`config.mk`:
```
export PLATFORM = sky130hd
export DESIGN_NAME = tcc_top
export DESIGN_NICKNAME = d
export VERILOG_FILES = /design/src/rtl/tcc_pkg.sv /design/src/rtl/tcc_reg_if.sv /design/src/rtl/tcc_top.sv /design/src/rtl/tcc_axil.sv /design/src/rtl/tcc_chan.sv
export VERILOG_INCLUDE_DIRS = /design/src /design/src/rtl
export SDC_FILE = /design/constraint.sdc
export NUM_CORES = 1
export LEC_CHECK = 0
export BUFFER_PORTS_ARGS = -buffer_cell sky130_fd_sc_hd__clkbuf_2
export CORE_ASPECT_RATIO = 1.25
export CORE_MARGIN = 5
export CORE_UTILIZATION = 55
export DETAILED_ROUTE_END_ITERATION = 7
export PLACE_DENSITY = 0.85
export SYNTH_ARGS = -nofsm -noshare
export SYNTH_HDL_FRONTEND = slang
export SYNTH_SLANG_ARGS = --single-unit
```
`constraint.sdc`:
```
create_clock -name clk_sys -period 3 [get_ports clk_sys]
set_input_delay 0.45 -clock clk_sys [delete_from_list [all_inputs] [get_ports clk_sys]]
set_output_delay 0.45 -clock clk_sys [all_outputs]
set_load 0.01 [all_outputs]
```
`src/rtl/tcc_params.svh`:
```
// Register offsets, field positions, reset values and bus answers of the timer channel block
`ifndef TCC_PARAMS_SVH
`define TCC_PARAMS_SVH
`define TCC_OFF_CTL0 8'h00
`define TCC_OFF_CTL1 8'h04
`define TCC_OFF_VAL0H 8'h08
`define TCC_OFF_VAL0L 8'h0C
`define TCC_OFF_VAL1H 8'h10
`define TCC_OFF_VAL1L 8'h14
`define TCC_B_FLAG 7
`define TCC_B_IE 6
`define TCC_CTL_RST 7'h00
`define TCC_RESP_OKAY 2'h0
`define TCC_RESP_SLVERR 2'h2
`define TCC_RDATA_PAD 24'h000000
`endif

```
`src/rtl/tcc_pkg.sv`:
```
// Types shared by the timer channel capture/compare block
package tcc_pkg;
  typedef enum logic [1:0] {
    TCC_ELS_OFF = 2'b00,
    TCC_ELS_A = 2'b01,
    TCC_ELS_B = 2'b10,
    TCC_ELS_AB = 2'b11
  } tcc_els_t;
  typedef struct packed {
    logic ie;
    logic msb;
    logic msa;
    tcc_els_t els;
    logic tov;
    logic max;
  } tcc_ctl_t;
endpackage : tcc_pkg

```
`src/rtl/tcc_reg_if.sv`:
```
// Register strobe carrier between the bus slave and the timer core
`timescale 1ns/1ps
interface tcc_reg_if;
  logic wr;
  logic [7:0] waddr;
  logic [7:0] wdata;
  logic werr;
  logic rd;
  logic [7:0] raddr;
  logic [7:0] rdata;
  logic rerr;
  modport slave (output wr, waddr, wdata, rd, raddr, input werr, rdata, rerr);
  modport core (input wr, waddr, wdata, rd, raddr, output werr, rdata, rerr);
endinterface : tcc_reg_if

```
`src/rtl/tcc_top.sv`:
```
// Two-channel timer capture/compare core with AXI4-Lite register access
// How it works
// RL1: Interrupt enable bit gates channel event requests
// RL2: Buffered select bit exists only in channel 0
// RL3: Buffered mode locks channel 1 control, frees pin
// RL4: Nonzero edge field: low mode picks capture/compare
// RL5: Edge field zero: low mode sets preset level
// RL6: Edge field zero disconnects the channel pin
// RL7: Capture edge: rising, falling or either
// RL8: Compare action: toggle, clear or set pin
// RL9: Software stops and resets counter before mode change
// RL10: Pin stable two clocks before enabling capture
// RL11: Toggle-on-overflow flips compare pin each overflow
// RL12: Overflow toggle beats simultaneous compare action
// RL13: Full-duty bit forces 100% from next cycle; code ignores it while the toggle bit is set
// RL14: High byte read blocks captures until low read
// RL15: High byte write blocks compares until low write
// RL16: Value registers hold capture or compare, no reset
// RL17: Reset clears enable, mode, edge and toggle bits
// RL18: Flag set by event; writing one does nothing
// RL19: Capture latches the counter into value
// RL20: Last written channel drives buffered output at overflow
// RL21: Channels share counter and one-cycle overflow pulse
`timescale 1ns/1ps
`include "tcc_params.svh"
module tcc_top import tcc_pkg::*; #(
  parameter int CW = 16
) (
  input wire logic clk_sys,
  input wire logic rst_n,
  input wire logic [7:0] s_axi_awaddr,
  input wire logic s_axi_awvalid,
  output logic s_axi_awready,
  input wire logic [31:0] s_axi_wdata,
  input wire logic [3:0] s_axi_wstrb,
  input wire logic s_axi_wvalid,
  output logic s_axi_wready,
  output logic [1:0] s_axi_bresp,
  output logic s_axi_bvalid,
  input wire logic s_axi_bready,
  input wire logic [7:0] s_axi_araddr,
  input wire logic s_axi_arvalid,
  output logic s_axi_arready,
  output logic [31:0] s_axi_rdata,
  output logic [1:0] s_axi_rresp,
  output logic s_axi_rvalid,
  input wire logic s_axi_rready,
  input wire logic [CW-1:0] counter_value,
  input wire logic counter_overflow,
  input wire logic [1:0] channel_pin_in,
  output logic [1:0] channel_pin_out,
  output logic [1:0] channel_pin_oe_n,
  output logic [1:0] channel_irq
);
  if (CW != 16) begin : g_chk
    $error("tcc_top: counter width must be 16");
  end

  tcc_reg_if rb ();
  tcc_ctl_t ctl0;
  tcc_ctl_t ctl1;
  logic buf_d;
  logic owner;
  logic last_wr;
  logic full0;
  logic full1;
  logic flag0;
  logic flag1;
  logic hit0;
  logic hit1;
  logic [CW-1:0] value0;
  logic [CW-1:0] value1;

  tcc_axil u_bus (
    .clk_sys(clk_sys),
    .rst_n(rst_n),
    .s_axi_awaddr(s_axi_awaddr),
    .s_axi_awvalid(s_axi_awvalid),
    .s_axi_awready(s_axi_awready),
    .s_axi_wdata(s_axi_wdata),
    .s_axi_wstrb(s_axi_wstrb),
    .s_axi_wvalid(s_axi_wvalid),
    .s_axi_wready(s_axi_wready),
    .s_axi_bresp(s_axi_bresp),
    .s_axi_bvalid(s_axi_bvalid),
    .s_axi_bready(s_axi_bready),
    .s_axi_araddr(s_axi_araddr),
    .s_axi_arvalid(s_axi_arvalid),
    .s_axi_arready(s_axi_arready),
    .s_axi_rdata(s_axi_rdata),
    .s_axi_rresp(s_axi_rresp),
    .s_axi_rvalid(s_axi_rvalid),
    .s_axi_rready(s_axi_rready),
    .rb(rb)
  );

  // Address decode
  wire logic wr_ctl0 = rb.wr && rb.waddr == `TCC_OFF_CTL0;
  wire logic wr_ctl1 = rb.wr && rb.waddr == `TCC_OFF_CTL1;
  wire logic wr_hi0 = rb.wr && rb.waddr == `TCC_OFF_VAL0H;
  wire logic wr_lo0 = rb.wr && rb.waddr == `TCC_OFF_VAL0L;
  wire logic wr_hi1 = rb.wr && rb.waddr == `TCC_OFF_VAL1H;
  wire logic wr_lo1 = rb.wr && rb.waddr == `TCC_OFF_VAL1L;
  wire logic rd_ctl0 = rb.rd && rb.raddr == `TCC_OFF_CTL0;
  wire logic rd_ctl1 = rb.rd && rb.raddr == `TCC_OFF_CTL1;
  wire logic rd_hi0 = rb.rd && rb.raddr == `TCC_OFF_VAL0H;
  wire logic rd_lo0 = rb.rd && rb.raddr == `TCC_OFF_VAL0L;
  wire logic rd_hi1 = rb.rd && rb.raddr == `TCC_OFF_VAL1H;
  wire logic rd_lo1 = rb.rd && rb.raddr == `TCC_OFF_VAL1L;
  wire logic wr_val0 = wr_hi0 || wr_lo0;
  wire logic wr_val1 = wr_hi1 || wr_lo1;
  wire logic [7:0] wdata = rb.wdata;
  wire tcc_ctl_t wr_ctl_v = tcc_ctl_t'(wdata[`TCC_B_IE:0]);
  wire logic clr0 = wr_ctl0 && !wdata[`TCC_B_FLAG];
  wire logic clr1 = wr_ctl1 && !wdata[`TCC_B_FLAG];

  function automatic logic is_reg(input logic [7:0] a);
    return a inside {`TCC_OFF_CTL0, `TCC_OFF_CTL1, `TCC_OFF_VAL0H,
                     `TCC_OFF_VAL0L, `TCC_OFF_VAL1H, `TCC_OFF_VAL1L};
  endfunction : is_reg

  assign rb.werr = !is_reg(rb.waddr);
  assign rb.rerr = !is_reg(rb.raddr);

  // Mode decode
  wire logic buf_on = ctl0.msb; // see RL2
  // Channel 1 control reads and acts as cleared while linked
  wire tcc_ctl_t c1 = buf_on ? tcc_ctl_t'(`TCC_CTL_RST) : ctl1; // see RL3
  wire logic cap_en0 = ctl0.els != TCC_ELS_OFF && !ctl0.msb && !ctl0.msa; // see RL4
  wire logic cmp_en0 = ctl0.els != TCC_ELS_OFF && (ctl0.msb || ctl0.msa); // see RL4 RL2
  wire logic cap_en1 = c1.els != TCC_ELS_OFF && !c1.msa; // see RL4
  wire logic cmp_en1 = c1.els != TCC_ELS_OFF && c1.msa; // see RL4
  wire logic cmp_mode0 = ctl0.msb || ctl0.msa;
  // Channel 1 still matches while linked; its value is the second buffer
  wire logic cmp_mode1 = buf_on || c1.msa;
  wire logic sel_hit = owner ? hit1 : hit0; // see RL20
  wire logic cmp_hit0 = cmp_en0 && (buf_on ? sel_hit : hit0);
  wire logic cmp_hit1 = cmp_en1 && hit1;

  tcc_chan #(.W(CW)) u_ch0 (
    .clk_sys(clk_sys),
    .rst_n(rst_n),
    .cnt(counter_value),
    .pin_in(channel_pin_in[0]),
    .cap_en(cap_en0),
    .cap_edge(ctl0.els),
    .cmp_mode(cmp_mode0),
    .ext_set(cmp_hit0),
    .wr_hi(wr_hi0),
    .wr_lo(wr_lo0),
    .rd_hi(rd_hi0),
    .rd_lo(rd_lo0),
    .rd_ctl(rd_ctl0),
    .clr_flag(clr0),
    .wdata(wdata),
    .value(value0),
    .flag(flag0),
    .hit(hit0)
  );

  tcc_chan #(.W(CW)) u_ch1 (
    .clk_sys(clk_sys),
    .rst_n(rst_n),
    .cnt(counter_value),
    .pin_in(channel_pin_in[1]),
    .cap_en(cap_en1),
    .cap_edge(c1.els),
    .cmp_mode(cmp_mode1),
    .ext_set(cmp_hit1),
    .wr_hi(wr_hi1),
    .wr_lo(wr_lo1),
    .rd_hi(rd_hi1),
    .rd_lo(rd_lo1),
    .rd_ctl(rd_ctl1 && !buf_on),
    .clr_flag(clr1 && !buf_on),
    .wdata(wdata),
    .value(value1),
    .flag(flag1),
    .hit(hit1)
  );

  // Read mux
  wire logic [7:0] ctl0_view = {flag0, ctl0};
  wire logic [7:0] ctl1_view = {flag1 && !buf_on, c1};
  assign rb.rdata = rb.raddr == `TCC_OFF_CTL0 ? ctl0_view :
                    rb.raddr == `TCC_OFF_CTL1 ? ctl1_view :
                    rb.raddr == `TCC_OFF_VAL0H ? value0[CW-1:8] :
                    rb.raddr == `TCC_OFF_VAL0L ? value0[7:0] :
                    rb.raddr == `TCC_OFF_VAL1H ? value1[CW-1:8] :
                    rb.raddr == `TCC_OFF_VAL1L ? value1[7:0] : 8'h00;

  // Pin level for the next cycle; priority order matters
  function automatic logic pin_next(input tcc_ctl_t c, input logic en, input logic hit,
                                    input logic ovf, input logic full, input logic q);
    logic r;
    r = q;
    if (c.els == TCC_ELS_OFF) begin
      r = !c.msa; // see RL5
    end else if (!en) begin
      r = q;
    end else if (c.tov && ovf) begin
      r = !q; // see RL11 RL12
    end else if (full && !c.tov) begin
      r = c.els != TCC_ELS_AB; // see RL13
    end else if (hit) begin
      case (c.els)
        TCC_ELS_A: r = !q; // see RL8
        TCC_ELS_B: r = 1'b0; // see RL8
        TCC_ELS_AB: r = 1'b1; // see RL8
        default: r = q;
      endcase
    end
    return r;
  endfunction : pin_next

  wire logic next_pin0 = pin_next(ctl0, cmp_en0, cmp_hit0, counter_overflow, full0, channel_pin_out[0]);
  wire logic next_pin1 = pin_next(c1, cmp_en1, cmp_hit1, counter_overflow, full1, channel_pin_out[1]);

  always_ff @(posedge clk_sys or negedge rst_n) begin
    if (!rst_n) begin
      ctl0 <= tcc_ctl_t'(`TCC_CTL_RST); // see RL17
      ctl1 <= tcc_ctl_t'(`TCC_CTL_RST); // see RL17
    end else begin
      if (wr_ctl0) begin
        ctl0 <= wr_ctl_v;
      end
      if (wr_ctl1 && !buf_on) begin
        ctl1 <= wr_ctl_v;
        ctl1.msb <= 1'b0; // see RL2 RL3
      end
    end
  end

  // Buffer ownership flips only at overflow or on entry to buffered mode (back to channel 0), so a running period is never split
  always_ff @(posedge clk_sys or negedge rst_n) begin
    if (!rst_n) begin
      buf_d <= 1'b0;
      owner <= 1'b0;
      last_wr <= 1'b0;
    end else begin
      buf_d <= buf_on;
      if (buf_on && !buf_d) begin
        owner <= 1'b0;
        last_wr <= 1'b0;
      end else begin
        if (wr_val1) begin
          last_wr <= 1'b1;
        end else if (wr_val0) begin
          last_wr <= 1'b0;
        end
        if (buf_on && counter_overflow) begin
          owner <= last_wr; // see RL20 RL21
        end
      end
    end
  end

  always_ff @(posedge clk_sys or negedge rst_n) begin
    if (!rst_n) begin
      full0 <= 1'b0;
      full1 <= 1'b0;
      channel_pin_out <= 2'h3;
      channel_pin_oe_n <= 2'h3;
      channel_irq <= 2'h0;
    end else begin
      full0 <= counter_overflow ? ctl0.max : full0; // see RL13
      full1 <= counter_overflow ? c1.max : full1; // see RL13
      channel_pin_out <= {next_pin1, next_pin0};
      channel_pin_oe_n <= {!cmp_en1, !cmp_en0}; // see RL6 RL3
      channel_irq <= {flag1 && c1.ie, flag0 && ctl0.ie}; // see RL1
    end
  end
endmodule : tcc_top

```
`src/rtl/tcc_axil.sv`:
```
// AXI4-Lite slave turning bus transfers into one-cycle register strobes
`timescale 1ns/1ps
`include "tcc_params.svh"
module tcc_axil (
  input wire logic clk_sys,
  input wire logic rst_n,
  input wire logic [7:0] s_axi_awaddr,
  input wire logic s_axi_awvalid,
  output logic s_axi_awready,
  input wire logic [31:0] s_axi_wdata,
  input wire logic [3:0] s_axi_wstrb,
  input wire logic s_axi_wvalid,
  output logic s_axi_wready,
  output logic [1:0] s_axi_bresp,
  output logic s_axi_bvalid,
  input wire logic s_axi_bready,
  input wire logic [7:0] s_axi_araddr,
  input wire logic s_axi_arvalid,
  output logic s_axi_arready,
  output logic [31:0] s_axi_rdata,
  output logic [1:0] s_axi_rresp,
  output logic s_axi_rvalid,
  input wire logic s_axi_rready,
  tcc_reg_if.slave rb
);
  logic wen;
  logic rd_pend;
  // Both halves held and no answer out yet
  wire logic go = !s_axi_awready && !s_axi_wready && !s_axi_bvalid;
  assign rb.wr = go && wen;
  assign rb.rd = rd_pend;

  always_ff @(posedge clk_sys or negedge rst_n) begin
    if (!rst_n) begin
      s_axi_awready <= 1'b1;
      s_axi_wready <= 1'b1;
      s_axi_bvalid <= 1'b0;
      s_axi_bresp <= `TCC_RESP_OKAY;
      s_axi_arready <= 1'b1;
      s_axi_rvalid <= 1'b0;
      s_axi_rdata <= 32'h00000000;
      s_axi_rresp <= `TCC_RESP_OKAY;
      rd_pend <= 1'b0;
      wen <= 1'b0;
      rb.waddr <= 8'h00;
      rb.wdata <= 8'h00;
      rb.raddr <= 8'h00;
    end else begin
      if (s_axi_awvalid && s_axi_awready) begin
        s_axi_awready <= 1'b0;
        rb.waddr <= s_axi_awaddr;
      end
      if (s_axi_wvalid && s_axi_wready) begin
        s_axi_wready <= 1'b0;
        rb.wdata <= s_axi_wdata[7:0];
        wen <= s_axi_wstrb[0];
      end
      if (go) begin
        s_axi_bvalid <= 1'b1;
        s_axi_bresp <= rb.werr ? `TCC_RESP_SLVERR : `TCC_RESP_OKAY;
      end else if (s_axi_bvalid && s_axi_bready) begin
        s_axi_bvalid <= 1'b0;
        s_axi_awready <= 1'b1;
        s_axi_wready <= 1'b1;
      end
      if (s_axi_arvalid && s_axi_arready) begin
        s_axi_arready <= 1'b0;
        rb.raddr <= s_axi_araddr;
        rd_pend <= 1'b1;
      end
      if (rd_pend) begin
        rd_pend <= 1'b0;
        s_axi_rvalid <= 1'b1;
        s_axi_rdata <= {`TCC_RDATA_PAD, rb.rdata};
        s_axi_rresp <= rb.rerr ? `TCC_RESP_SLVERR : `TCC_RESP_OKAY;
      end else if (s_axi_rvalid && s_axi_rready) begin
        s_axi_rvalid <= 1'b0;
        s_axi_arready <= 1'b1;
      end
    end
  end
endmodule : tcc_axil

```
`src/rtl/tcc_chan.sv`:
```
// One capture/compare channel: edge capture, match, event flag, value bytes
`timescale 1ns/1ps
`include "tcc_params.svh"
module tcc_chan import tcc_pkg::*; #(
  parameter int W = 16
) (
  input wire logic clk_sys,
  input wire logic rst_n,
  input wire logic [W-1:0] cnt,
  input wire logic pin_in,
  input wire logic cap_en,
  input wire tcc_els_t cap_edge,
  input wire logic cmp_mode,
  input wire logic ext_set,
  input wire logic wr_hi,
  input wire logic wr_lo,
  input wire logic rd_hi,
  input wire logic rd_lo,
  input wire logic rd_ctl,
  input wire logic clr_flag,
  input wire logic [7:0] wdata,
  output logic [W-1:0] value,
  output logic flag,
  output logic hit
);
  if (W != 16) begin : g_chk
    $error("tcc_chan: value width must be 16");
  end
  logic pin_d;
  logic cap_blk;
  logic cmp_blk;
  logic armed;
  logic [W-1:0] cnt_d;

  // Pin is assumed settled before capture is enabled; see RL10
  wire logic rise = pin_in && !pin_d;
  wire logic fall = !pin_in && pin_d;
  wire logic edge_ok = (cap_edge == TCC_ELS_A && rise) || (cap_edge == TCC_ELS_B && fall) ||
                       (cap_edge == TCC_ELS_AB && (rise || fall)); // see RL7
  wire logic cap_ev = cap_en && !cap_blk && edge_ok; // see RL14
  // Match only when the counter moves, so a stopped counter gives one event
  assign hit = cmp_mode && !cmp_blk && cnt != cnt_d && cnt == value; // see RL15 RL21
  wire logic set_ev = cap_ev || ext_set;

  always_ff @(posedge clk_sys or negedge rst_n) begin
    if (!rst_n) begin
      pin_d <= 1'b0;
      cnt_d <= '0;
      cap_blk <= 1'b0;
      cmp_blk <= 1'b0;
      armed <= 1'b0;
      flag <= 1'b0;
    end else begin
      pin_d <= pin_in;
      cnt_d <= cnt;
      cap_blk <= cap_en && (rd_hi || (cap_blk && !rd_lo)); // see RL14
      cmp_blk <= cmp_mode && (wr_hi || (cmp_blk && !wr_lo)); // see RL15
      // A new event disarms the pending clear so it cannot be lost
      armed <= set_ev ? 1'b0 : (rd_ctl ? flag : (armed && !clr_flag));
      flag <= set_ev || (flag && !(clr_flag && armed)); // see RL18
    end
  end

  // Left without reset on purpose; contents are unknown until loaded
  always_ff @(posedge clk_sys) begin
    if (cap_ev) begin
      value <= cnt; // see RL19 RL16
    end else if (wr_hi) begin
      value[W-1:8] <= wdata;
    end else if (wr_lo) begin
      value[7:0] <= wdata;
    end
  end
endmodule : tcc_chan

```
---- Word-level counts from Yosys, hierarchy flattened ----
Cells that the tools add are included.
storage, ports and cells
  latch bits .............................. 0
  register bits ........................... 125
  word-level logic and storage cells ...... 275
  bits in writable memories ............... 0
  output and inout bits ................... 47
  memories ................................ 0
  ROM bits ................................ 0
cells by class
  equality and inequality tests ........... 23
  add/sub/neg operators ................... 0
  shift operators ......................... 0
  multiply operators ...................... 0
  reductions and logical operators ........ 149
  mux-type cells .......................... 55
  bitwise operators ....................... 0
  order comparisons ....................... 0
  divide/modulo/power cells ............... 0
operators by type and width
  kind                                                                   number
  8-bit 2-to-1 mux                                                       12
  1-bit logical AND                                                      75
  1-bit 2-to-1 mux                                                       36
  16-bit equality test                                                   2
  8-bit by 4-bit equality test with 1-bit output, second input constant  4
  8-bit by 5-bit equality test with 1-bit output, second input constant  4
  16-bit 2-to-1 mux                                                      2
  1-bit zero test                                                        30
  6-bit nonzero test                                                     4
  2-bit nonzero test                                                     11
  1-bit logical OR                                                       18
  8-bit by 3-bit equality test with 1-bit output, second input constant  2
  8-bit zero test                                                        2
  16-bit != test                                                         1
  2-bit equality test, second input constant                             4
  2-bit != test, second input constant                                   4
  4-bit nonzero test                                                     2
  7-bit 2-to-1 mux                                                       1
  1-bit case mux with 3 select lines                                     2
  3-bit AND reduction                                                    2
  2-bit by 1-bit equality test with 1-bit output, second input constant  2
  2-bit zero test                                                        2
  2-bit 2-to-1 mux                                                       2
  2-bit AND reduction                                                    2
  3-bit nonzero test                                                     1

---- Longest topological paths before layout ----
Gate-level depths: netlist of the first run.
  word-level depth ........................ 13
  mapped depth ............................ 10

---- Hierarchy ----
From an unflattened synthesis of the first run, not the netlist that was laid out.
unflattened totals
  cells, all modules ...................... 572
  area total of the unflattened synthesis .. 7,020.5 um^2
by module, submodules not included
  module    times used  cells an instance  area each (um^2)
  tcc_chan  2           121                1,770.4
  tcc_top   1           208                1,747.9
  tcc_axil  1           122                1,731.7

---- Least setup slack after synthesis of the first run ----
OpenSTA, ideal clock, no wires.
  path kind ............................... register to register
  from .................................... register ctl0, in the netlist buf_on
  to ...................................... register u_ch1.value[10], enable pin
  setup slack ............................. 326 ps
  period minus slack after synthesis ...... 2,674 ps
  library setup time ...................... 384 ps
  cell stages (with the launch flop) ...... 9
  arrival time ............................ 2,290 ps
  cell sequence ........................... dfrtp_1 -> clkbuf_1 -> nor2b_1 -> inv_1 -> ha_1 -> or4_1 -> buf_2 -> buf_2 -> o21ai_0
between the ends
  longest elaborated chain between the ends .. 7
ends and longest elaborated chain
  item                                                                                   line            source
  start, declared                                                                        tcc_top.sv:60   tcc_ctl_t ctl0;
  start signal, assigned                                                                 tcc_top.sv:221  ctl0 <= tcc_ctl_t'(`TCC_CTL_RST);
  start signal, assigned                                                                 tcc_top.sv:225  ctl0 <= wr_ctl_v;
  7-bit 2-to-1 mux (*)                                                                   tcc_top.sv:128  wire tcc_ctl_t c1 = buf_on ? tcc_ctl_t'(`TCC_CTL_RST) : ctl1;
  2-bit by 1-bit equality test with 1-bit output or 2-bit equality test (tied branches)  tcc_chan.sv:38  wire logic edge_ok = (cap_edge == TCC_ELS_A && rise) || (cap_edge == TCC_ELS_B && fall) ||
  1-bit logical AND                                                                      tcc_chan.sv:38
  1-bit logical OR (2 in a row)                                                          tcc_chan.sv:38
  1-bit logical AND (*)                                                                  tcc_chan.sv:40  wire logic cap_ev = cap_en && !cap_blk && edge_ok;
  2-bit nonzero test (no line) (*)                                                       n/a
  end signal, assigned                                                                   tcc_chan.sv:67  value <= cnt;
  end signal, assigned by index                                                          tcc_chan.sv:69  value[W-1:8] <= wdata;
  end, declared                                                                          tcc_chan.sv:22  output logic [W-1:0] value,
Every way passes the cells marked *; elsewhere a longest branch is shown, timed or not.
A chain may end at the register's enable or synchronous reset.

---- Final worst setup path of the first run ----
  from .................................... register u_bus.rb.waddr[0]
  to ...................................... register u_ch0.value[6], enable pin
between the ends
  longest elaborated chain between the ends .. 4
ends and longest elaborated chain
  item                                                           line              source
  start, declared                                                tcc_reg_if.sv:12  modport slave (output wr, waddr, wdata, rd, raddr, input werr, rdata, rerr);
  start signal, assigned                                         tcc_axil.sv:51    rb.waddr <= s_axi_awaddr;
  8-bit by 4-bit equality test with 1-bit output                 n/a
  1-bit logical AND (no line)                                    n/a
  2-bit != test (no line) or 2-bit nonzero test (tied branches)  n/a
  2-bit AND reduction (no line) (*)                              n/a
  end signal, assigned                                           tcc_chan.sv:67
  end signal, assigned by index                                  tcc_chan.sv:69
  end signal, assigned                                           tcc_chan.sv:71    value[7:0] <= wdata;
  end, declared                                                  tcc_chan.sv:22
Marks and branches as above.

==> results of run 1 <==
==> cells by family (layout without fill, tap and decap cells) <==
family	Yosys count	count (layout)
AO/OA/AOI/OAI	70	70
flip-flops	123	123
other	1	26
XOR/XNOR	48	48
AND/OR/NAND/NOR	116	116
buffers and inverters	64	136
multiplexers	88	88
adder cells (fa/ha/maj)	12	12
==> final cells by class <==
type	count	area [um^2]	area share
Sequential cell	123	3250	0.446
Multi-Input combinational cell	360	2760	0.379
Clock buffer	19	475	0.0653
Timing Repair Buffer	81	433	0.0595
Tap cell	135	169	0.0232
Clock inverter	13	106	0.0146
Inverter	23	86.3	0.0119
==> per-stage QoR <==
step           setup WS [ps]  std cells  hold slack (ps)
2_1_floorplan            326        547              154
6_report                 221        754              168
3_5_place_dp             292        722              480
3_3_place_gp             432        722              465
4_1_cts                  245        754              155
5_1_grt                  124        754              158
==> registers in the layout, summed over array words and instances, names as in the netlist, 2 cells and up <==
| signal | count |
|---|---|
| u_bus.rb.wdata | 8 |
| u_ch0.value | 16 |
| u_ch1.cnt_d | 16 |
| u_ch1.value | 16 |
| channel_pin_oe_n | 2 |
| u_bus.rb.waddr | 8 |
| channel_pin_out | 2 |
| ctl0 | 6 |
| u_bus.rb.raddr | 8 |
| ctl1 | 6 |
| channel_irq | 2 |
| u_bus.s_axi_rdata | 8 |
==> how the worst max path moves through the flow <==
stage | start | endpoint | slack (ps) | cells past startpoint
floorplan | buf_on | u_ch1.value[10] | 330 | 8
global placement | u_bus.rb.waddr[0] | u_ch0.value[2] | 430 | 4
detailed placement | u_bus.rb.waddr[0] | u_ch0.value[2] | 290 | 4
CTS | u_bus.rb.waddr[0] | u_ch0.value[7] | 250 | 4
global route | u_bus.rb.waddr[0] | u_ch0.value[6] | 120 | 4
finish | u_bus.rb.waddr[0] | u_ch0.value[6] | 220 | 4
==> cell usage after synthesis (2+ instances only) <==
cell      count
dfstp_2       7
buf_4        26
nor3_1        7
inv_1        23
mux2i_1      18
edfxtp_1     32
buf_2         8
or2_2         2
ha_1         12
dfrtp_1      84
nor4_2        2
nor4_1       11
or3_1         2
a211o_1       2
a222oi_1      2
nor3b_1       2
a221oi_1      9
clkbuf_1      7
nor2_1       24
a211oi_1      5
a21oi_1      14
mux2_2       69
and3b_1       2
o22ai_1       8
a21o_1        3
nand3b_1      5
nand3_1       7
nor2b_1       4
nand4_1       3
nand2b_1     10
or3b_2        3
nand2_1      23
and2_1        3
xor2_1       44
o21ai_0      18
xnor2_1       4
o21bai_1      2
==> routing by layer <==
layer / track usage / up-vias / routed length (um)
li1: - / 2005 / -
met4: 0.106 / 0 / 499
met2: 0.386 / 170 / 7290
met5: 0 / - / 0
met1: 0.256 / 2098 / 5620
met3: 0.0458 / 43 / 790
==> worst register-to-register path: stages, from the launching register on <==
cell      delay (ps)
dfrtp_1          380
nor4_1           530
nand4_2          270
or3b_2           550
o21bai_1         680
==> placed cells by master (no fill, tap or decap), types with 4 or more instances in the layout <==
| master | instances |
|---|---|
| o21ai_0 | 18 |
| o22ai_1 | 8 |
| mux2i_1 | 18 |
| clkinv_4 | 5 |
| xnor2_1 | 4 |
| mux2_2 | 69 |
| a21oi_1 | 14 |
| nor2b_1 | 4 |
| dfrtp_1 | 84 |
| conb_1 | 26 |
| nor4_1 | 11 |
| inv_6 | 4 |
| clkbuf_16 | 19 |
| buf_4 | 11 |
| xor2_1 | 44 |
| nand3_1 | 7 |
| nand3b_1 | 5 |
| nand2_1 | 23 |
| ha_1 | 12 |
| a221oi_1 | 9 |
| a211oi_1 | 5 |
| nor2_1 | 24 |
| nor3_1 | 6 |
| dfstp_2 | 7 |
| nand2b_1 | 10 |
| inv_1 | 23 |
| edfxtp_1 | 32 |
| clkbuf_2 | 70 |
==> power groups by stage <==
stage          clock network, mW  registers, mW  logic (mW)
2_1_floorplan                  0           2.45        1.06
3_3_place_gp                   0           2.61        1.32
3_5_place_dp                   0           2.64        1.38
4_1_cts                     1.97           2.61        1.40
5_1_grt                     2.06           2.67        1.54
6_report                    1.96           2.62        1.40
==> results.json, run 1 <==
{
  "ys_warn_count": 0,
  "synth.avg_cell_area_um2": 12.0,
  "slowest_delay_ps": 680,
  "synth_top_family_by_area": "multiplexers",
  "hold_viol": 0,
  "root_buffer": "clkbuf_16",
  "r2r-end": "u_ch0.value[6]",
  "worstPathCellList": "nor4_1, nand4_2, or3b_2, o21bai_1",
  "arrival_ps": 2830,
  "period_share": 0.926,
  "clk_pin_slew_ps": 60,
  "syn_to_final_growth_pct": 16.3,
  "wl_um": 14200,
  "r2r_cells": 4,
  "cpMaxStageDelayCell": "o21bai_1",
  "r2r_start": "u_bus.rb.waddr[0]",
  "combPwrFrac": 0.234,
  "start_kind": "flip-flop",
  "num_antenna_cells": 0,
  "crit_family": "simple AND/OR/NAND/NOR gates",
  "tightest_slew_ps": 1150,
  "cp-end-kind": "flip-flop",
  "synth_top_area_share": 0.336,
  "cts_buffers": 17,
  "hpwl_um": 10400,
  "yosys_most_used_dff": "dfrtp_1",
  "htreeDepth": 4,
  "synthAdderAreaFrac": 0.0240,
  "rows": 43,
  "regToRegSetupSlack_ps": 220,
  "path_max_fanout": 8,
  "dieArea_mm2": 0.0136,
  "layout-drive-gt1-share": 0.321,
  "syn-cell-area_mm2": 0.00626,
  "io_pins": 125,
  "grt_max_degree": 92,
  "postLayoutCoreUtil": 0.653,
  "synth_compound_area_frac": 0.0740,
  "grtUsageTotal": 0.219,
  "cts_resized": 0,
  "firstDrtPassIters": 5,
  "rsz0062_at_grt": "false",
  "syn_inst": 522,
  "placed_cell_area_mm2": 0.00670,
  "synth_edf_count": 32,
  "clock_latency_ps": 420,
  "max_freq_ghz": 0.360,
  "vdd_drop_max_v": 0.000581,
  "async_reset_ff_frac": 0.740,
  "worstHoldStart": "channel_pin_in[0]",
  "vias": 4316,
  "synth_seq_cells": 123,
  "via_per_inst": 5.72,
  "grt_overflow_total": 0,
  "cellPowerDensity_mw_per_mm2": 821,
  "drt-wirelength-per-cell_um": 18.8,
  "cts_hold_buf": 0,
  "slew_headroom": 0.236,
  "cts_tree": "built",
  "synth_area_leader_cell": "dfrtp_1",
  "die_x_um": 105,
  "finalWeightedCongestion": 0.898,
  "finalCriticalPeriod_ps": 2780,
  "worstPathRequired_ps": 3050,
  "fillers": 859,
  "antenna_left": 0,
  "worst-path-buf-inv": 0,
  "initial_core_util": 0.562,
  "switching_power_mw": 1.91,
  "antenna_found_initial": 0,
  "synth_xor_area_frac": 0.0672,
  "slew_violations": 0,
  "cts_setup_buffers": 0,
  "min_path_type": "in -> reg",
  "p_total_mw": 5.97,
  "seqPwrFrac": 0.439,
  "grt_pass1_vias": 4420,
  "cts_sinks": 123,
  "fin_skew_ps": 7.44,
  "drt_iter0_drc": 295,
  "seq_area_frac_synth": 0.519,
  "synth_area_leaders": "dfrtp_1 34%, edfxtp_1 15%, mux2_2 12%, xor2_1 6.2%, buf_4 3.1%",
  "maxCapViolCount": 0,
  "drc": 0,
  "netSwitchingFraction": 0.321,
  "hold_depth": 1,
  "portBuffers": 71,
  "synth.mux.area_fraction": 0.155,
  "coreArea_mm2": 0.0111,
  "power_frac_clock": 0.328,
  "synthSimpleGateAreaFrac": 0.105,
  "fin_nets": 696,
  "finalSetupViolations": 0,
  "grt_pass1_wl_um": 23000,
  "holdPathEnd": "u_ch0.pin_d",
  "cts_buffer_depth": 2,
  "critPathKind": "reg -> reg",
  "status": "completed",
  "stdcell_area_mm2": 0.00728,
  "synth.distinct_cells": 52,
  "p_leak_nw": 3.25,
  "finalSetupTns_ps": 0,
  "dieHeight_um": 129,
  "power.internal_mw": 4.06
}
(Power assumes the default switching activity.)
==> run 2, diff against run 1 <==
- CORE_UTILIZATION: 55 -> 50
- PLACE_DENSITY: 0.85 -> 0.81
- clock period: 3 -> 2.3 ns (I/O delays scaled with it)
==> run 2 against run 1 <==
Via count grew 2.6%. Clock power grew 37%. Combinational power grew 40%. Hold slack lost 99 ps. Critical endpoint is now u_ch1.value[4]. Largest cell class unchanged. Highest routed layer unchanged.
==> results.json, run 2 (same netlist as run 1, synthesis figures left out) <==
{
  "initial_core_util": 0.512,
  "hold_viol": 0,
  "min_path_type": "in -> reg",
  "htreeDepth": 4,
  "clock_latency_ps": 420,
  "antenna_found_initial": 0,
  "max_freq_ghz": 0.446,
  "path_max_fanout": 19,
  "maxCapViolCount": 0,
  "placedCellCount": 774,
  "fin_nets": 721,
  "finalWeightedCongestion": 0.886,
  "rows": 45,
  "num_antenna_cells": 0,
  "cp-end-kind": "flip-flop",
  "slew_violations": 0,
  "grt_pass1_vias": 4641,
  "portBuffers": 71,
  "whs_ps": 68.8,
  "coreArea_mm2": 0.0122,
  "drt_iter0_drc": 234,
  "die_x_um": 110,
  "grt_overflow_total": 0,
  "syn_to_final_growth_pct": 22.2,
  "period_share": 0.974,
  "root_buffer": "clkbuf_16",
  "via_per_inst": 5.48,
  "dieHeight_um": 135,
  "firstDrtPassIters": 6,
  "worstPathRequired_ps": 2440,
  "layout_commonest_cell": "dfrtp_1",
  "grt_pass1_wl_um": 23500,
  "finalCriticalPeriod_ps": 2240,
  "io_pins": 125,
  "drc": 0,
  "hpwl_um": 11100,
  "wl_um": 14700,
  "cts_buffers": 17,
  "p_leak_nw": 3.40,
  "cpMaxStageDelayCell": "or4_4",
  "slew_headroom": 0.633,
  "status": "completed",
  "cellPowerDensity_mw_per_mm2": 1050,
  "fin_skew_ps": 10.1,
  "tightest_slew_ps": 550,
  "rsz0062_at_grt": "true",
  "drt-wirelength-per-cell_um": 18.1,
  "arrival_ps": 2380,
  "cts_buffer_depth": 2,
  "finalSetupTns_ps": 0,
  "antenna_left": 0,
  "mostFrequentLayoutCells": "84 x dfrtp_1, 70 x clkbuf_2, 69 x mux2_2, 44 x xor2_1, 32 x edfxtp_1",
  "p_total_mw": 8.00,
  "vias": 4427,
  "clk_pin_slew_ps": 60,
  "slowest_delay_ps": 550,
  "fillers": 999,
  "cts_sinks": 123,
  "layout-drive-gt1-share": 0.360,
  "worstPathCellList": "nand2b_4, inv_2, ha_4, a222oi_1, or4_4, buf_12, o21ai_2, buf_4",
  "instances_no_fill": 808,
  "start_kind": "flip-flop",
  "top_regs": "u_ch0.value (16), u_ch1.cnt_d (16), u_ch1.value (16)",
  "finalSetupViolations": 0,
  "vdd_drop_max_v": 0.000769,
  "critPathKind": "reg -> reg",
  "grt_max_degree": 50,
  "cts_tree": "built",
  "grtUsageTotal": 0.210,
  "dieArea_mm2": 0.0149
}
## run 2: cell count changes in the layout (fill, tap and decap cells not counted), moves of 2 or more
cell      delta
inv_4        +2
clkinv_4     -2
buf_4       +18
buf_12       +5
o21ai_0      -2
o21ai_2      +2
ha_1         -2
## run 2: timing repair
item,in CTS,in global routing
setup buffers,0,1
endpoints found under the hold margin,38,0
gates resized for setup,0,8
setup endpoints to repair,0,49
hold buffers,1,0
## run 2: critical path, delay by kind of cell, from the launching register on
kind | cells | cell delay (ps)
fa+ha+maj | 1 | 160
buf+inv | 3 | 460
compound gates | 2 | 190
flops | 1 | 420
simple gates | 2 | 720
## run 2: final cells by class
cell class | instances | area (um^2) | share of cell area
flip-flops and latches | 123 | 3250 | 0.425
well taps | 164 | 205 | 0.0269
multi-input cells | 360 | 2810 | 0.368
clock buffers | 19 | 475 | 0.0622
clock inverters | 13 | 129 | 0.0169
inverters | 23 | 86.3 | 0.0113
repair buffers | 106 | 689 | 0.0902
## run 2: metal layers
layer,global-route usage,vias to the layer above,share of wire
met5,0,-,0
met4,0.0859,0,0.028
met3,0.0450,31,0.056
met2,0.368,145,0.53
met1,0.245,2199,0.39
li1,-,2052,-
## run 2: final timing paths
check / from / endpoint / slack, ps / cells past startpoint
worst max-delay path: buf_on / u_ch1.value[4] / 60 / 8
worst min-delay path: channel_pin_in[0] / u_ch0.pin_d / 70 / 1
worst max register to register: buf_on / u_ch1.value[4] / 60 / 8
worst min register to register: u_bus.s_axi_wready / u_bus.s_axi_wready / 500 / 2
max in group asynchronous: rst_n / channel_pin_out[0] / 1150 / 3
min in group asynchronous: rst_n / u_ch1.cnt_d[14] / 450 / 2
## run 2: metrics by stage
stage | area (um^2) | utilization | setup WS (ps)
2_1_floorplan | 6400 | - | 3.63
3_3_place_gp | 6980 | 0.571 | 56.4
3_5_place_dp | 6980 | 0.571 | -22.1
4_1_cts | 7600 | 0.622 | 25.3
5_1_grt | 7640 | 0.625 | -10.4
6_report | 7640 | 0.625 | 59.3
## run 2: power by group
group          switching, mW  internal [mW]
Combinational          0.934           1.03
Clock                   1.04           1.64
Sequential             0.545           2.81
Total                   2.52           5.47
==> run 3, diff against run 2 <==
- CORE_UTILIZATION: 50 -> 52
- CTS_BUF_LIST: unset -> sky130_fd_sc_hd__clkbuf_4 sky130_fd_sc_hd__clkbuf_8
- HOLD_SLACK_MARGIN: unset -> 0.1
- PLACE_DENSITY: 0.81 -> 0.84
==> run 3 against run 2 <==
Global-route usage grew 0.085 points. Maximum frequency decreased by 0.37%. Cell count increased by 0.50%. Critical path depth is 2 lower. Critical endpoint is now u_ch1.value[15]. Largest cell class unchanged. Highest routed layer unchanged.
==> results.json, run 3 (same netlist as run 1, synthesis figures left out) <==
{
  "cts_sinks": 123,
  "drt-wirelength-per-cell_um": 18.1,
  "vdd_drop_max_v": 0.000664,
  "drt_iter0_drc": 343,
  "critPathKind": "reg -> reg",
  "fin_skew_ps": 10.0,
  "r2r_start": "buf_on",
  "via_per_inst": 5.49,
  "max_freq_ghz": 0.445,
  "slew_headroom": 0.498,
  "rows": 44,
  "grt_pass1_wl_um": 23200,
  "placedCellCount": 761,
  "status": "completed",
  "holdPathEnd": "u_bus.rb.waddr[0]",
  "mostFrequentLayoutCells": "84 x dfrtp_1, 70 x clkbuf_2, 68 x mux2_2, 44 x xor2_1, 32 x edfxtp_1",
  "top_regs": "u_ch0.value (16), u_ch1.cnt_d (16), u_ch1.value (16)",
  "min_path_type": "in -> reg",
  "vias": 4460,
  "tightest_slew_ps": 753,
  "finalSetupViolations": 0,
  "hold_viol": 0,
  "grt_max_degree": 47,
  "clock_latency_ps": 450,
  "hold_depth": 2,
  "worstHoldStart": "s_axi_awaddr[0]",
  "wl_met3_um": 942,
  "slew_violations": 0,
  "cellPowerDensity_mw_per_mm2": 978,
  "arrival_ps": 2440,
  "drt-met1-wl_um": 5790,
  "layout-drive-gt1-share": 0.352,
  "fin_nets": 728,
  "r2r_cells": 6,
  "finalCriticalPeriod_ps": 2250,
  "syn_to_final_growth_pct": 22.0,
  "period_share": 0.978,
  "cts_buffer_depth": 2,
  "fin_ws_ps": 51.0,
  "num_antenna_cells": 0,
  "die_x_um": 108,
  "finalWeightedCongestion": 0.923,
  "clk_pin_slew_ps": 80,
  "cts_buffers": 17,
  "instances_no_fill": 812,
  "fillers": 900,
  "grt_pass1_vias": 4574,
  "grt_overflow_total": 0,
  "dp_slack_ps": -2.14,
  "layout_commonest_cell": "dfrtp_1",
  "antenna_left": 0,
  "regToRegSetupSlack_ps": 50,
  "wl_um": 14700,
  "drc": 0,
  "portBuffers": 71,
  "placed_cell_area_mm2": 0.00690,
  "r2r-end": "u_ch1.value[15]",
  "cp-end-kind": "flip-flop",
  "initial_core_util": 0.534,
  "root_buffer": "clkbuf_8",
  "coreArea_mm2": 0.0117,
  "maxCapViolCount": 0,
  "dieArea_mm2": 0.0143,
  "dr_wl_met2_um": 7700,
  "io_pins": 125,
  "stdcell_area_mm2": 0.00763,
  "postLayoutCoreUtil": 0.651,
  "hpwl_um": 10700,
  "htreeDepth": 4,
  "rsz0062_at_grt": "true",
  "dieHeight_um": 133,
  "start_kind": "flip-flop",
  "path_max_fanout": 10,
  "grtUsageTotal": 0.210,
  "firstDrtPassIters": 7,
  "whs_ps": 123,
  "cts_tree": "built",
  "worstPathRequired_ps": 2500,
  "antenna_found_initial": 0,
  "highest_layer": "met4",
  "p_leak_nw": 3.38
}
==> run 3: cell count changes in the layout (fill, tap and decap cells not counted), moves of 2 or more <==
| cell | change |
|---|---|
| buf_4 | -9 |
| bufinv_16 | +3 |
| clkbuf_16 | -18 |
| clkbuf_8 | +19 |
| clkinvlp_4 | -2 |
| dlygate4sd3_1 | +16 |
| inv_6 | -2 |
| nor4_1 | -3 |
| nor4_2 | +3 |
==> run 3: routing by layer <==
metal	up-vias	global-route usage
met4	0	0.0695
met3	30	0.0453
met5	-	0
met2	169	0.370
met1	2196	0.254
li1	2065	-
==> run 3: final cells by class <==
cell class,count,area (um^2),area share
Timing Repair Buffer,113,796,0.104
Clock buffer,19,262,0.0343
Tap cell,161,201,0.0264
Multi-Input combinational cell,360,2850,0.373
Inverter,23,88.8,0.0116
Sequential cell,123,3250,0.426
Clock inverter,13,189,0.0248
==> run 3: how the worst max path moves through the flow <==
stage / slack (ps) / startpoint / cells past startpoint / endpoint
6_report: 50 / buf_on / 6 / u_ch1.value[15]
3_5_place_dp: -2 / counter_value[3] / 7 / u_ch1.armed
2_1_floorplan: 4 / u_bus.s_axi_bvalid / 4 / u_ch0.value[0]
4_1_cts: 10 / counter_value[13] / 8 / u_ch1.armed
5_1_grt: 1 / counter_value[2] / 7 / channel_pin_out[1]
3_3_place_gp: 70 / buf_on / 8 / u_ch1.value[2]
==> run 3: worst max-delay path, cell delays in order, from the launching register on <==
cell and delay [ps]:
dfrtp_1 420, nor2b_4 200, inv_1 90, ha_2 210, or4_4 590, buf_12 180, mux2_4 300
==> run 3: power breakdown <==
part	internal, mW	switching, mW
Combinational	1.04	0.883
Clock	1.25	0.889
Sequential	2.80	0.605
Total	5.09	2.38
==> run 3: what timing repair did <==
action                     4_1_cts  5_1_grt
hold endpoints to repair        56        0
hold buffers                    17        0
cloned                           0        1
setup buffers                    0        1
setup endpoints to repair        8       48
gates resized for setup          1       15
pin swaps                        0        2
==> run 3: stage by stage <==
stage	power [mW]	setup TNS (ps)
5_1_grt	7.85	0
3_3_place_gp	5.16	0
2_1_floorplan	4.60	0
3_5_place_dp	5.29	-2.14
6_report	7.47	0
4_1_cts	7.47	0
